[config.mk]
export PLATFORM = sky130hd
export DESIGN_NAME = isr_status_top
export DESIGN_NICKNAME = d
export VERILOG_FILES = /design/src/isr_sync.v /design/src/isr_event_latch.v /design/src/isr_status_top.v
export VERILOG_INCLUDE_DIRS = /design/src
export SDC_FILE = /design/constraint.sdc
export NUM_CORES = 1
export LEC_CHECK = 0
export BUFFER_PORTS_ARGS = -buffer_cell sky130_fd_sc_hd__buf_2
export CORE_ASPECT_RATIO = 0.9
export CORE_MARGIN = 8
export CORE_UTILIZATION = 30
export CTS_CLUSTER_DIAMETER = 50
export DETAILED_ROUTE_END_ITERATION = 8
export SYNTH_ARGS = -nofsm -noshare
export SYNTH_HDL_FRONTEND = slang
export SYNTH_HIERARCHICAL = 1
export SYNTH_SLANG_ARGS = --single-unit
[constraint.sdc]
create_clock -name i_clk -period 2.4 [get_ports i_clk]
set_input_delay 0.12 -clock i_clk [delete_from_list [all_inputs] [get_ports i_clk]]
set_output_delay 0.12 -clock i_clk [all_outputs]
set_load 0.02 [all_outputs]
[src/isr_status_map.vh]
`ifndef ISR_STATUS_MAP_VH
`define ISR_STATUS_MAP_VH

// Register byte offsets.
`define ISR_OFF_STB 8'h00
`define ISR_OFF_SRE 8'h04
`define ISR_OFF_QCOND 8'h08
`define ISR_OFF_QEVENT 8'h0C
`define ISR_OFF_QENABLE 8'h10
`define ISR_OFF_ESR 8'h14
`define ISR_OFF_ESE 8'h18
`define ISR_OFF_PSC 8'h1C
`define ISR_OFF_CMD 8'h20
`define ISR_OFF_IRQ_STAT 8'h24
`define ISR_OFF_IRQ_MASK 8'h28
`define ISR_OFF_OPER_EN 8'h2C

// Command register bits.
`define ISR_CMD_CLS 0
`define ISR_CMD_PRESET 1
`define ISR_CMD_OPC 2

// Status byte bit positions.
`define ISR_STB_ERRQ 2
`define ISR_STB_QUES_DEF 3
`define ISR_STB_MAV 4
`define ISR_STB_ESB 5
`define ISR_STB_MSS 6

// Standard event bit positions.
`define ISR_ESR_OPC 0
`define ISR_ESR_QYE 2
`define ISR_ESR_DDE 3
`define ISR_ESR_EXE 4
`define ISR_ESR_CME 5
`define ISR_ESR_PON 7

// Implemented bits of the event groups; the rest read as zero in the condition and event registers.
`define ISR_QUES_USED 16'h0321
`define ISR_ESR_USED 8'hBD

// Interrupt status bit positions.
`define ISR_IRQ_SRQ 0
`define ISR_IRQ_OPC 1
`define ISR_IRQ_QUES 2

// Reset values.
`define ISR_PSC_RST 1'h1
`define ISR_MASK8_RST 8'h00
`define ISR_MASK16_RST 16'h0000
`define ISR_IRQ_RST 3'h0

`endif

[src/isr_sync.v]
`timescale 1ns/10ps
module isr_sync #(
    parameter WIDTH = 16
) (
    // Clock and reset
    input wire i_clk,
    input wire i_arst_n,
    // Asynchronous levels in, filtered levels out
    input wire [WIDTH-1:0] i_async,
    output wire [WIDTH-1:0] o_sync
);

    genvar gi;
    generate
        for (gi = 0; gi < WIDTH; gi = gi + 1) begin : g_bit
            reg s1_q;
            reg s2_q;
            reg s3_q;
            reg out_q;
            always @(posedge i_clk or negedge i_arst_n) begin
                if (!i_arst_n) begin
                    s1_q <= 1'b0;
                    s2_q <= 1'b0;
                    s3_q <= 1'b0;
                    out_q <= 1'b0;
                end else begin
                    s1_q <= i_async[gi];
                    s2_q <= s1_q;
                    s3_q <= s2_q;
                    // A change is taken only once two settled stages agree.
                    if (s2_q == s3_q) begin
                        out_q <= s3_q;
                    end
                end
            end
            assign o_sync[gi] = out_q;
        end
    endgenerate

endmodule

[src/isr_event_latch.v]
`timescale 1ns/10ps
module isr_event_latch #(
    parameter WIDTH = 8,
    parameter [WIDTH-1:0] USED = {WIDTH{1'b1}}
) (
    // Clock and reset
    input wire i_clk,
    input wire i_arst_n,
    // Set and clear requests
    input wire [WIDTH-1:0] i_set,
    input wire i_clr,
    // Latched events
    output wire [WIDTH-1:0] o_q
);

    reg [WIDTH-1:0] ev_q;
    wire [WIDTH-1:0] ev_d;

    // A set arriving with the clear survives, so no event is lost.
    assign ev_d = ((i_clr ? {WIDTH{1'b0}} : ev_q) | i_set) & USED;

    always @(posedge i_clk or negedge i_arst_n) begin
        if (!i_arst_n) begin
            ev_q <= {WIDTH{1'b0}};
        end else begin
            ev_q <= ev_d;
        end
    end

    assign o_q = ev_q;

endmodule

[src/isr_status_top.v]
`timescale 1ns/10ps
`include "isr_status_map.vh"
module isr_status_top #(
    parameter QUES_BIT = `ISR_STB_QUES_DEF,
    parameter AW = 8
) (
    // Clock and reset
    input wire i_clk,
    input wire i_arst_n,
    // Register port
    input wire [AW-1:0] i_addr,
    input wire [15:0] i_wdata,
    input wire i_wr,
    input wire i_rd,
    output reg [15:0] o_rdata,
    // Questionable condition levels from the instrument pins
    input wire [15:0] i_ques_cond,
    // Standard event sources, one-cycle pulses on this clock
    input wire i_query_err,
    input wire i_device_err,
    input wire i_exec_err,
    input wire i_cmd_err,
    // Command engine state, high while earlier commands are still running
    input wire i_cmds_busy,
    // Other status byte sources
    input wire i_errq_nonempty,
    input wire i_msg_avail,
    // Serial poll
    input wire i_serial_poll,
    output reg [7:0] o_poll_data,
    // Non-volatile store contents, valid from reset release
    input wire i_nv_valid,
    input wire i_nv_psc,
    input wire [7:0] i_nv_sre,
    input wire [7:0] i_nv_ese,
    // Values to keep in the non-volatile store
    output wire o_nv_psc,
    output wire [7:0] o_nv_sre,
    output wire [7:0] o_nv_ese,
    // Service request and error queue control
    output reg o_srq,
    output wire o_srq_pending,
    output reg o_errq_clear,
    // Interrupt
    output wire o_irq
);

    // Decodes one register hit; shared by the read and write paths.
    function hit;
        input [AW-1:0] addr;
        input [7:0] off;
        begin
            hit = (addr == off[AW-1:0]);
        end
    endfunction

    // Summarises one group into a single status byte bit.
    function any_set;
        input [15:0] ev;
        input [15:0] en;
        begin
            any_set = |(ev & en);
        end
    endfunction

    // Bit 6 is the summary itself and cannot be written as an enable; the power-on store load is not masked.
    localparam [7:0] SRE_WRITABLE = 8'hBF;

    reg [7:0] sre_q;
    reg [15:0] qen_q;
    reg [7:0] ese_q;
    reg [15:0] oper_en_q;
    reg psc_q;
    reg pon_q;
    reg opc_pend_q;
    reg [7:0] stb_en_prev_q;
    reg rqs_q;
    reg [2:0] irq_stat_q;
    reg [2:0] irq_mask_q;
    reg [15:0] qcond_prev_q;

    wire [15:0] qcond;
    wire [15:0] qevent;
    wire [7:0] esr;
    wire [15:0] ques_set;
    wire [7:0] esr_set;
    wire wr_cmd;
    wire cls;
    wire preset;
    wire opc_cmd;
    wire opc_done;
    wire qevent_rd;
    wire esr_rd;
    wire ques_sum;
    wire esb;
    wire mss;
    wire [7:0] stb_base;
    wire [7:0] stb;
    wire [7:0] stb_en;
    wire srq_evt;
    wire [2:0] irq_set;
    wire wr_ok;
    wire wr_sre;
    wire wr_ese;
    wire wr_psc;
    wire wr_oper;
    wire wr_qen;
    wire wr_irq_stat;
    wire wr_irq_mask;
    wire psc_boot;

    // Condition pins are asynchronous to this clock; a condition shorter than
    // about two cycles may be filtered out and never latched.
    isr_sync #(
        .WIDTH(16)
    ) u_sync (
        .i_clk(i_clk),
        .i_arst_n(i_arst_n),
        .i_async(i_ques_cond),
        .o_sync(qcond)
    );

    // Writes that land on the power-on edge would race the store load, so the
    // whole write path stays shut for that one cycle.
    assign wr_ok = i_wr && !pon_q;
    assign wr_sre = wr_ok && hit(i_addr, `ISR_OFF_SRE);
    assign wr_ese = wr_ok && hit(i_addr, `ISR_OFF_ESE);
    assign wr_psc = wr_ok && hit(i_addr, `ISR_OFF_PSC);
    assign wr_oper = wr_ok && hit(i_addr, `ISR_OFF_OPER_EN);
    assign wr_qen = wr_ok && hit(i_addr, `ISR_OFF_QENABLE);
    assign wr_irq_stat = wr_ok && hit(i_addr, `ISR_OFF_IRQ_STAT);
    assign wr_irq_mask = wr_ok && hit(i_addr, `ISR_OFF_IRQ_MASK);
    assign wr_cmd = wr_ok && hit(i_addr, `ISR_OFF_CMD);
    assign cls = wr_cmd && i_wdata[`ISR_CMD_CLS];
    assign preset = wr_cmd && i_wdata[`ISR_CMD_PRESET];
    assign opc_cmd = wr_cmd && i_wdata[`ISR_CMD_OPC];
    assign qevent_rd = i_rd && hit(i_addr, `ISR_OFF_QEVENT);
    assign esr_rd = i_rd && hit(i_addr, `ISR_OFF_ESR);

    // Events latch on the rising edge of each filtered condition.
    assign ques_set = qcond & ~qcond_prev_q & `ISR_QUES_USED;

    isr_event_latch #(
        .WIDTH(16),
        .USED(`ISR_QUES_USED)
    ) u_ques_event (
        .i_clk(i_clk),
        .i_arst_n(i_arst_n),
        .i_set(ques_set),
        .i_clr(qevent_rd | cls),
        .o_q(qevent)
    );

    // Completion is held back while earlier commands are still running.
    // The request is one deep; a second command while one waits merges with it.
    assign opc_done = opc_pend_q && !i_cmds_busy;

    assign esr_set = {pon_q, 1'b0, i_cmd_err, i_exec_err,
                      i_device_err, i_query_err, 1'b0, opc_done};

    isr_event_latch #(
        .WIDTH(8),
        .USED(`ISR_ESR_USED)
    ) u_std_event (
        .i_clk(i_clk),
        .i_arst_n(i_arst_n),
        .i_set(esr_set),
        .i_clr(esr_rd | cls),
        .o_q(esr)
    );

    assign ques_sum = any_set(qevent, qen_q);
    assign esb = any_set({8'h00, esr}, {8'h00, ese_q});

    assign stb_base = ((8'h01 << QUES_BIT) & {8{ques_sum}})
                    | ({7'h00, i_errq_nonempty} << `ISR_STB_ERRQ)
                    | ({7'h00, i_msg_avail} << `ISR_STB_MAV)
                    | ({7'h00, esb} << `ISR_STB_ESB);

    assign stb_en = stb_base & sre_q;
    assign mss = |stb_en;
    assign stb = stb_base | ({7'h00, mss} << `ISR_STB_MSS);

    // Any enabled bit going from 0 to 1 is a new service request.
    // Writing the enable mask can raise a request too, since the enabled set changes.
    assign srq_evt = |(stb_en & ~stb_en_prev_q);
    assign o_srq_pending = rqs_q;

    assign irq_set = {(|ques_set), opc_done, srq_evt};
    assign o_irq = |(irq_stat_q & irq_mask_q);

    assign o_nv_psc = psc_q;
    assign o_nv_sre = sre_q;
    assign o_nv_ese = ese_q;

    // Setting the flag takes effect at the next power-up, not at once.
    assign psc_boot = i_nv_valid ? i_nv_psc : `ISR_PSC_RST;

    // Enable masks, power-on behaviour and command effects.
    always @(posedge i_clk or negedge i_arst_n) begin
        if (!i_arst_n) begin
            sre_q <= `ISR_MASK8_RST;
            qen_q <= `ISR_MASK16_RST;
            ese_q <= `ISR_MASK8_RST;
            oper_en_q <= `ISR_MASK16_RST;
            psc_q <= `ISR_PSC_RST;
            pon_q <= 1'b1;
        end else begin
            pon_q <= 1'b0;
            if (pon_q) begin
                // The store is caught on the first edge after release.
                psc_q <= psc_boot;
                if (!psc_boot) begin
                    sre_q <= i_nv_sre;
                    ese_q <= i_nv_ese;
                end
            end else begin
                if (wr_sre) begin
                    // The summary bit itself cannot request service.
                    sre_q <= i_wdata[7:0] & SRE_WRITABLE;
                end
                if (wr_ese) begin
                    ese_q <= i_wdata[7:0];
                end
                if (wr_psc) begin
                    psc_q <= i_wdata[0];
                end
                if (wr_oper) begin
                    oper_en_q <= i_wdata;
                end
                // Preset touches only these two masks; the status byte mask is kept.
                if (preset) begin
                    qen_q <= `ISR_MASK16_RST;
                    oper_en_q <= `ISR_MASK16_RST;
                end else if (wr_qen) begin
                    qen_q <= i_wdata;
                end
            end
        end
    end

    // Completion tracking, service request and poll state.
    always @(posedge i_clk or negedge i_arst_n) begin
        if (!i_arst_n) begin
            opc_pend_q <= 1'b0;
            stb_en_prev_q <= 8'h00;
            rqs_q <= 1'b0;
            o_srq <= 1'b0;
            o_errq_clear <= 1'b0;
            o_poll_data <= 8'h00;
            qcond_prev_q <= 16'h0000;
        end else begin
            qcond_prev_q <= qcond;
            stb_en_prev_q <= stb_en;
            o_srq <= srq_evt;
            o_errq_clear <= cls;
            // A completion request made with a clear is cancelled with it.
            if (cls) begin
                opc_pend_q <= 1'b0;
            end else if (opc_cmd) begin
                opc_pend_q <= 1'b1;
            end else if (opc_done) begin
                opc_pend_q <= 1'b0;
            end
            // A serial poll clears the request flag; a new request still wins.
            if (srq_evt) begin
                rqs_q <= 1'b1;
            end else if (i_serial_poll || (pon_q && psc_boot)) begin
                rqs_q <= 1'b0;
            end
            if (i_serial_poll) begin
                o_poll_data <= stb;
            end
        end
    end

    // Interrupt status is write-one-to-clear; a new event wins over the clear.
    always @(posedge i_clk or negedge i_arst_n) begin
        if (!i_arst_n) begin
            irq_stat_q <= `ISR_IRQ_RST;
            irq_mask_q <= `ISR_IRQ_RST;
        end else begin
            if (wr_irq_mask) begin
                irq_mask_q <= i_wdata[2:0];
            end
            if (wr_irq_stat) begin
                irq_stat_q <= (irq_stat_q & ~i_wdata[2:0]) | irq_set;
            end else begin
                irq_stat_q <= irq_stat_q | irq_set;
            end
        end
    end

    // Read data stand in the cycle after the strobe and only there.
    // Between reads the port returns zero, so a late sample never sees stale data.
    always @(posedge i_clk or negedge i_arst_n) begin
        if (!i_arst_n) begin
            o_rdata <= 16'h0000;
        end else if (i_rd) begin
            if (hit(i_addr, `ISR_OFF_STB)) begin
                o_rdata <= {8'h00, stb};
            end else if (hit(i_addr, `ISR_OFF_SRE)) begin
                o_rdata <= {8'h00, sre_q};
            end else if (hit(i_addr, `ISR_OFF_QCOND)) begin
                o_rdata <= qcond & `ISR_QUES_USED;
            end else if (hit(i_addr, `ISR_OFF_QEVENT)) begin
                o_rdata <= qevent;
            end else if (hit(i_addr, `ISR_OFF_QENABLE)) begin
                o_rdata <= qen_q;
            end else if (hit(i_addr, `ISR_OFF_ESR)) begin
                o_rdata <= {8'h00, esr};
            end else if (hit(i_addr, `ISR_OFF_ESE)) begin
                o_rdata <= {8'h00, ese_q};
            end else if (hit(i_addr, `ISR_OFF_PSC)) begin
                o_rdata <= {15'h0000, psc_q};
            end else if (hit(i_addr, `ISR_OFF_CMD)) begin
                o_rdata <= {13'h0000, opc_pend_q, 2'h0};
            end else if (hit(i_addr, `ISR_OFF_IRQ_STAT)) begin
                o_rdata <= {13'h0000, irq_stat_q};
            end else if (hit(i_addr, `ISR_OFF_IRQ_MASK)) begin
                o_rdata <= {13'h0000, irq_mask_q};
            end else if (hit(i_addr, `ISR_OFF_OPER_EN)) begin
                o_rdata <= oper_en_q;
            end else begin
                o_rdata <= 16'h0000;
            end
        end else begin
            o_rdata <= 16'h0000;
        end
    end

endmodule

==> out/results.ini <==
[status]
status=finished, violations left
violations=hold timing

[cells_and_area]
n_antenna_cell=0
final_nets=771
area_growth_pct=29.8
stdcell_count=958
fin_util=0.395
drive_gt1_frac=0.265

[floorplan]
dieWidth_um=159
ioPinCount=115
die_h_um=145
die_area_um2=23100
rows=47
start_util=0.304
coreArea_um2=18200

[clocking]
clk_path_buf_depth=2
numCtsBuffers=17
cts_max_level=4
path_clk_slew_ps=60
cts_tree=done
cts-root-buf=clkbuf_16
post_cts_buffers=0
cts_resized=0
clock_sinks=115
cts_hold_buf=31
clk_latency_ps=420

[sta]
setup_viol=0
worst_hold_slack_ps=-10.6
hold_viol=1
maxSlewViolCount=0
worstMarginPinSlew_ps=786
finClkSkew_ps=12.3
fmax_ghz=0.488
final.min_clock_period_ps=2050
relSlewSlack=0.471
setup_tns_ps=0
rsz0062_at_grt=false
post-route-period-util=0.855

[logic_synthesis]
yosysWarnings=6
syn_avg_cell_area_um2=9.83
mappedNetlistArea_um2=5540
syn_inst=564

[worst_setup_path]
rr_endpoint=o_srq_pending
critPathMaxStageDelay_ps=430
cpMaxStageDelayCell=dfrtp_1
crit_arrival_ps=2360
crit_required_ps=2710
critPathTopFamily=compound AO/OA/AOI/OAI gates
cp_cell_sequence=a22o_1 > o41ai_1 > buf_4 > o21ai_0 > o21bai_1 > a31o_2
critPathMaxFanout=4
critical_path_class=reg -> reg
r2r_start=o_nv_ese[7]
r2r_cells=6
cp_num_buf_inv=1
r2r_setup_slack_ps=350
endpoint_kind=register
crit_start=o_nv_ese[7]
cp-start-kind=register

[grt]
grt_pass1_vias=4869
antenna_found_initial=1
grt_max_degree=66
grt_usage=0.153
overflow=0
grt_pass1_wl_um=27700

[routing]
vias=4748
routed.top_layer=met5
drcViolationCount=0
post_drt_wl_per_cell_um=18.3
wl_met3_um=1220
drt_iter0_markers=499
ant_nets=0
firstDrtPassIters=5
drt-met1-wl_um=8480
wl_met2_um=7670
drt-vias-per-instance=4.96
wirelength_um=17500

[pwr]
power_density_nw_per_um2=759
vdd_drop_max_mv=0.390
power.total_w=0.00546
p_leak_nw=3.32

[placement]
dpl.hpwl_um=13000
dp_cells=896
numPortBuffers=99
gp_congestion=0.946

[worst_hold_path]
hold_path_end=o_nv_ese[4]
hp-class=in -> reg
hp-start=i_nv_ese[4]
hold_depth=3

[job]
max_cap_viol_count=0

-- area by class of cell --
cell class,instances,area [um^2]
Fill cell,1835,11000
Clock inverter,11,128
Multi-Input combinational cell,367,2240
Clock buffer,20,467
Tap cell,245,307
Inverter,46,173
Timing Repair Buffer,154,1000
Sequential cell,115,2880
-- registers in the layout (all words and copies together) (netlist names), 5 cells and up --
name / flops
o_nv_sre: 8
o_poll_data: 5
o_nv_ese: 8
u_std_event/o_q: 6
o_rdata: 16
oper_en_q: 16
qen_q: 16
-- worst reg2reg max path, cell delays in order (launching register included) --
cell and delay (ps):
dfrtp_1 430, a22o_1 290, o41ai_1 420, buf_4 190, o21ai_0 60, o21bai_1 280
a31o_2 280
-- cells in the final DEF, fill, tap and decap left out, types with 13 or more instances in the layout --
master	n
o21ai_0	45
a21o_1	13
a21oi_1	42
clkbuf_16	17
dfrtp_1	113
buf_2	98
nand2_1	37
nor2_1	27
buf_4	24
nand3_1	34
conb_1	18
inv_1	44
nor2b_1	17
dlygate4sd3_1	31
-- layer usage --
metal  vias up  global-route usage
met4         2              0.0391
li1       2237                   -
met2       168               0.224
met1      2326               0.214
met3        15              0.0506
met5         -                   0
-- worst max path at each step --
stage	end	slack [ps]	depth (start not counted)
after floorplan	o_srq_pending	600	5
after global placement	u_std_event/o_q[4]	410	7
after detailed placement	oper_en_q[15]	390	7
after CTS	o_srq_pending	380	6
after global routing	oper_en_q[13]	250	6
final	o_srq_pending	350	6
-- power breakdown --
group          switching, W  internal (W)
Combinational      0.000424      0.000276
Sequential         0.000128       0.00209
Clock              0.000932       0.00161
-- per-stage QoR --
step	worst slack, ps	cell area (um^2)
final	349	7190
after detailed placement	389	6290
after global placement	410	6290
after CTS	375	7190
after floorplan	603	5600
after global routing	253	7190
Note: power is estimated with default switching activity, not from simulation.
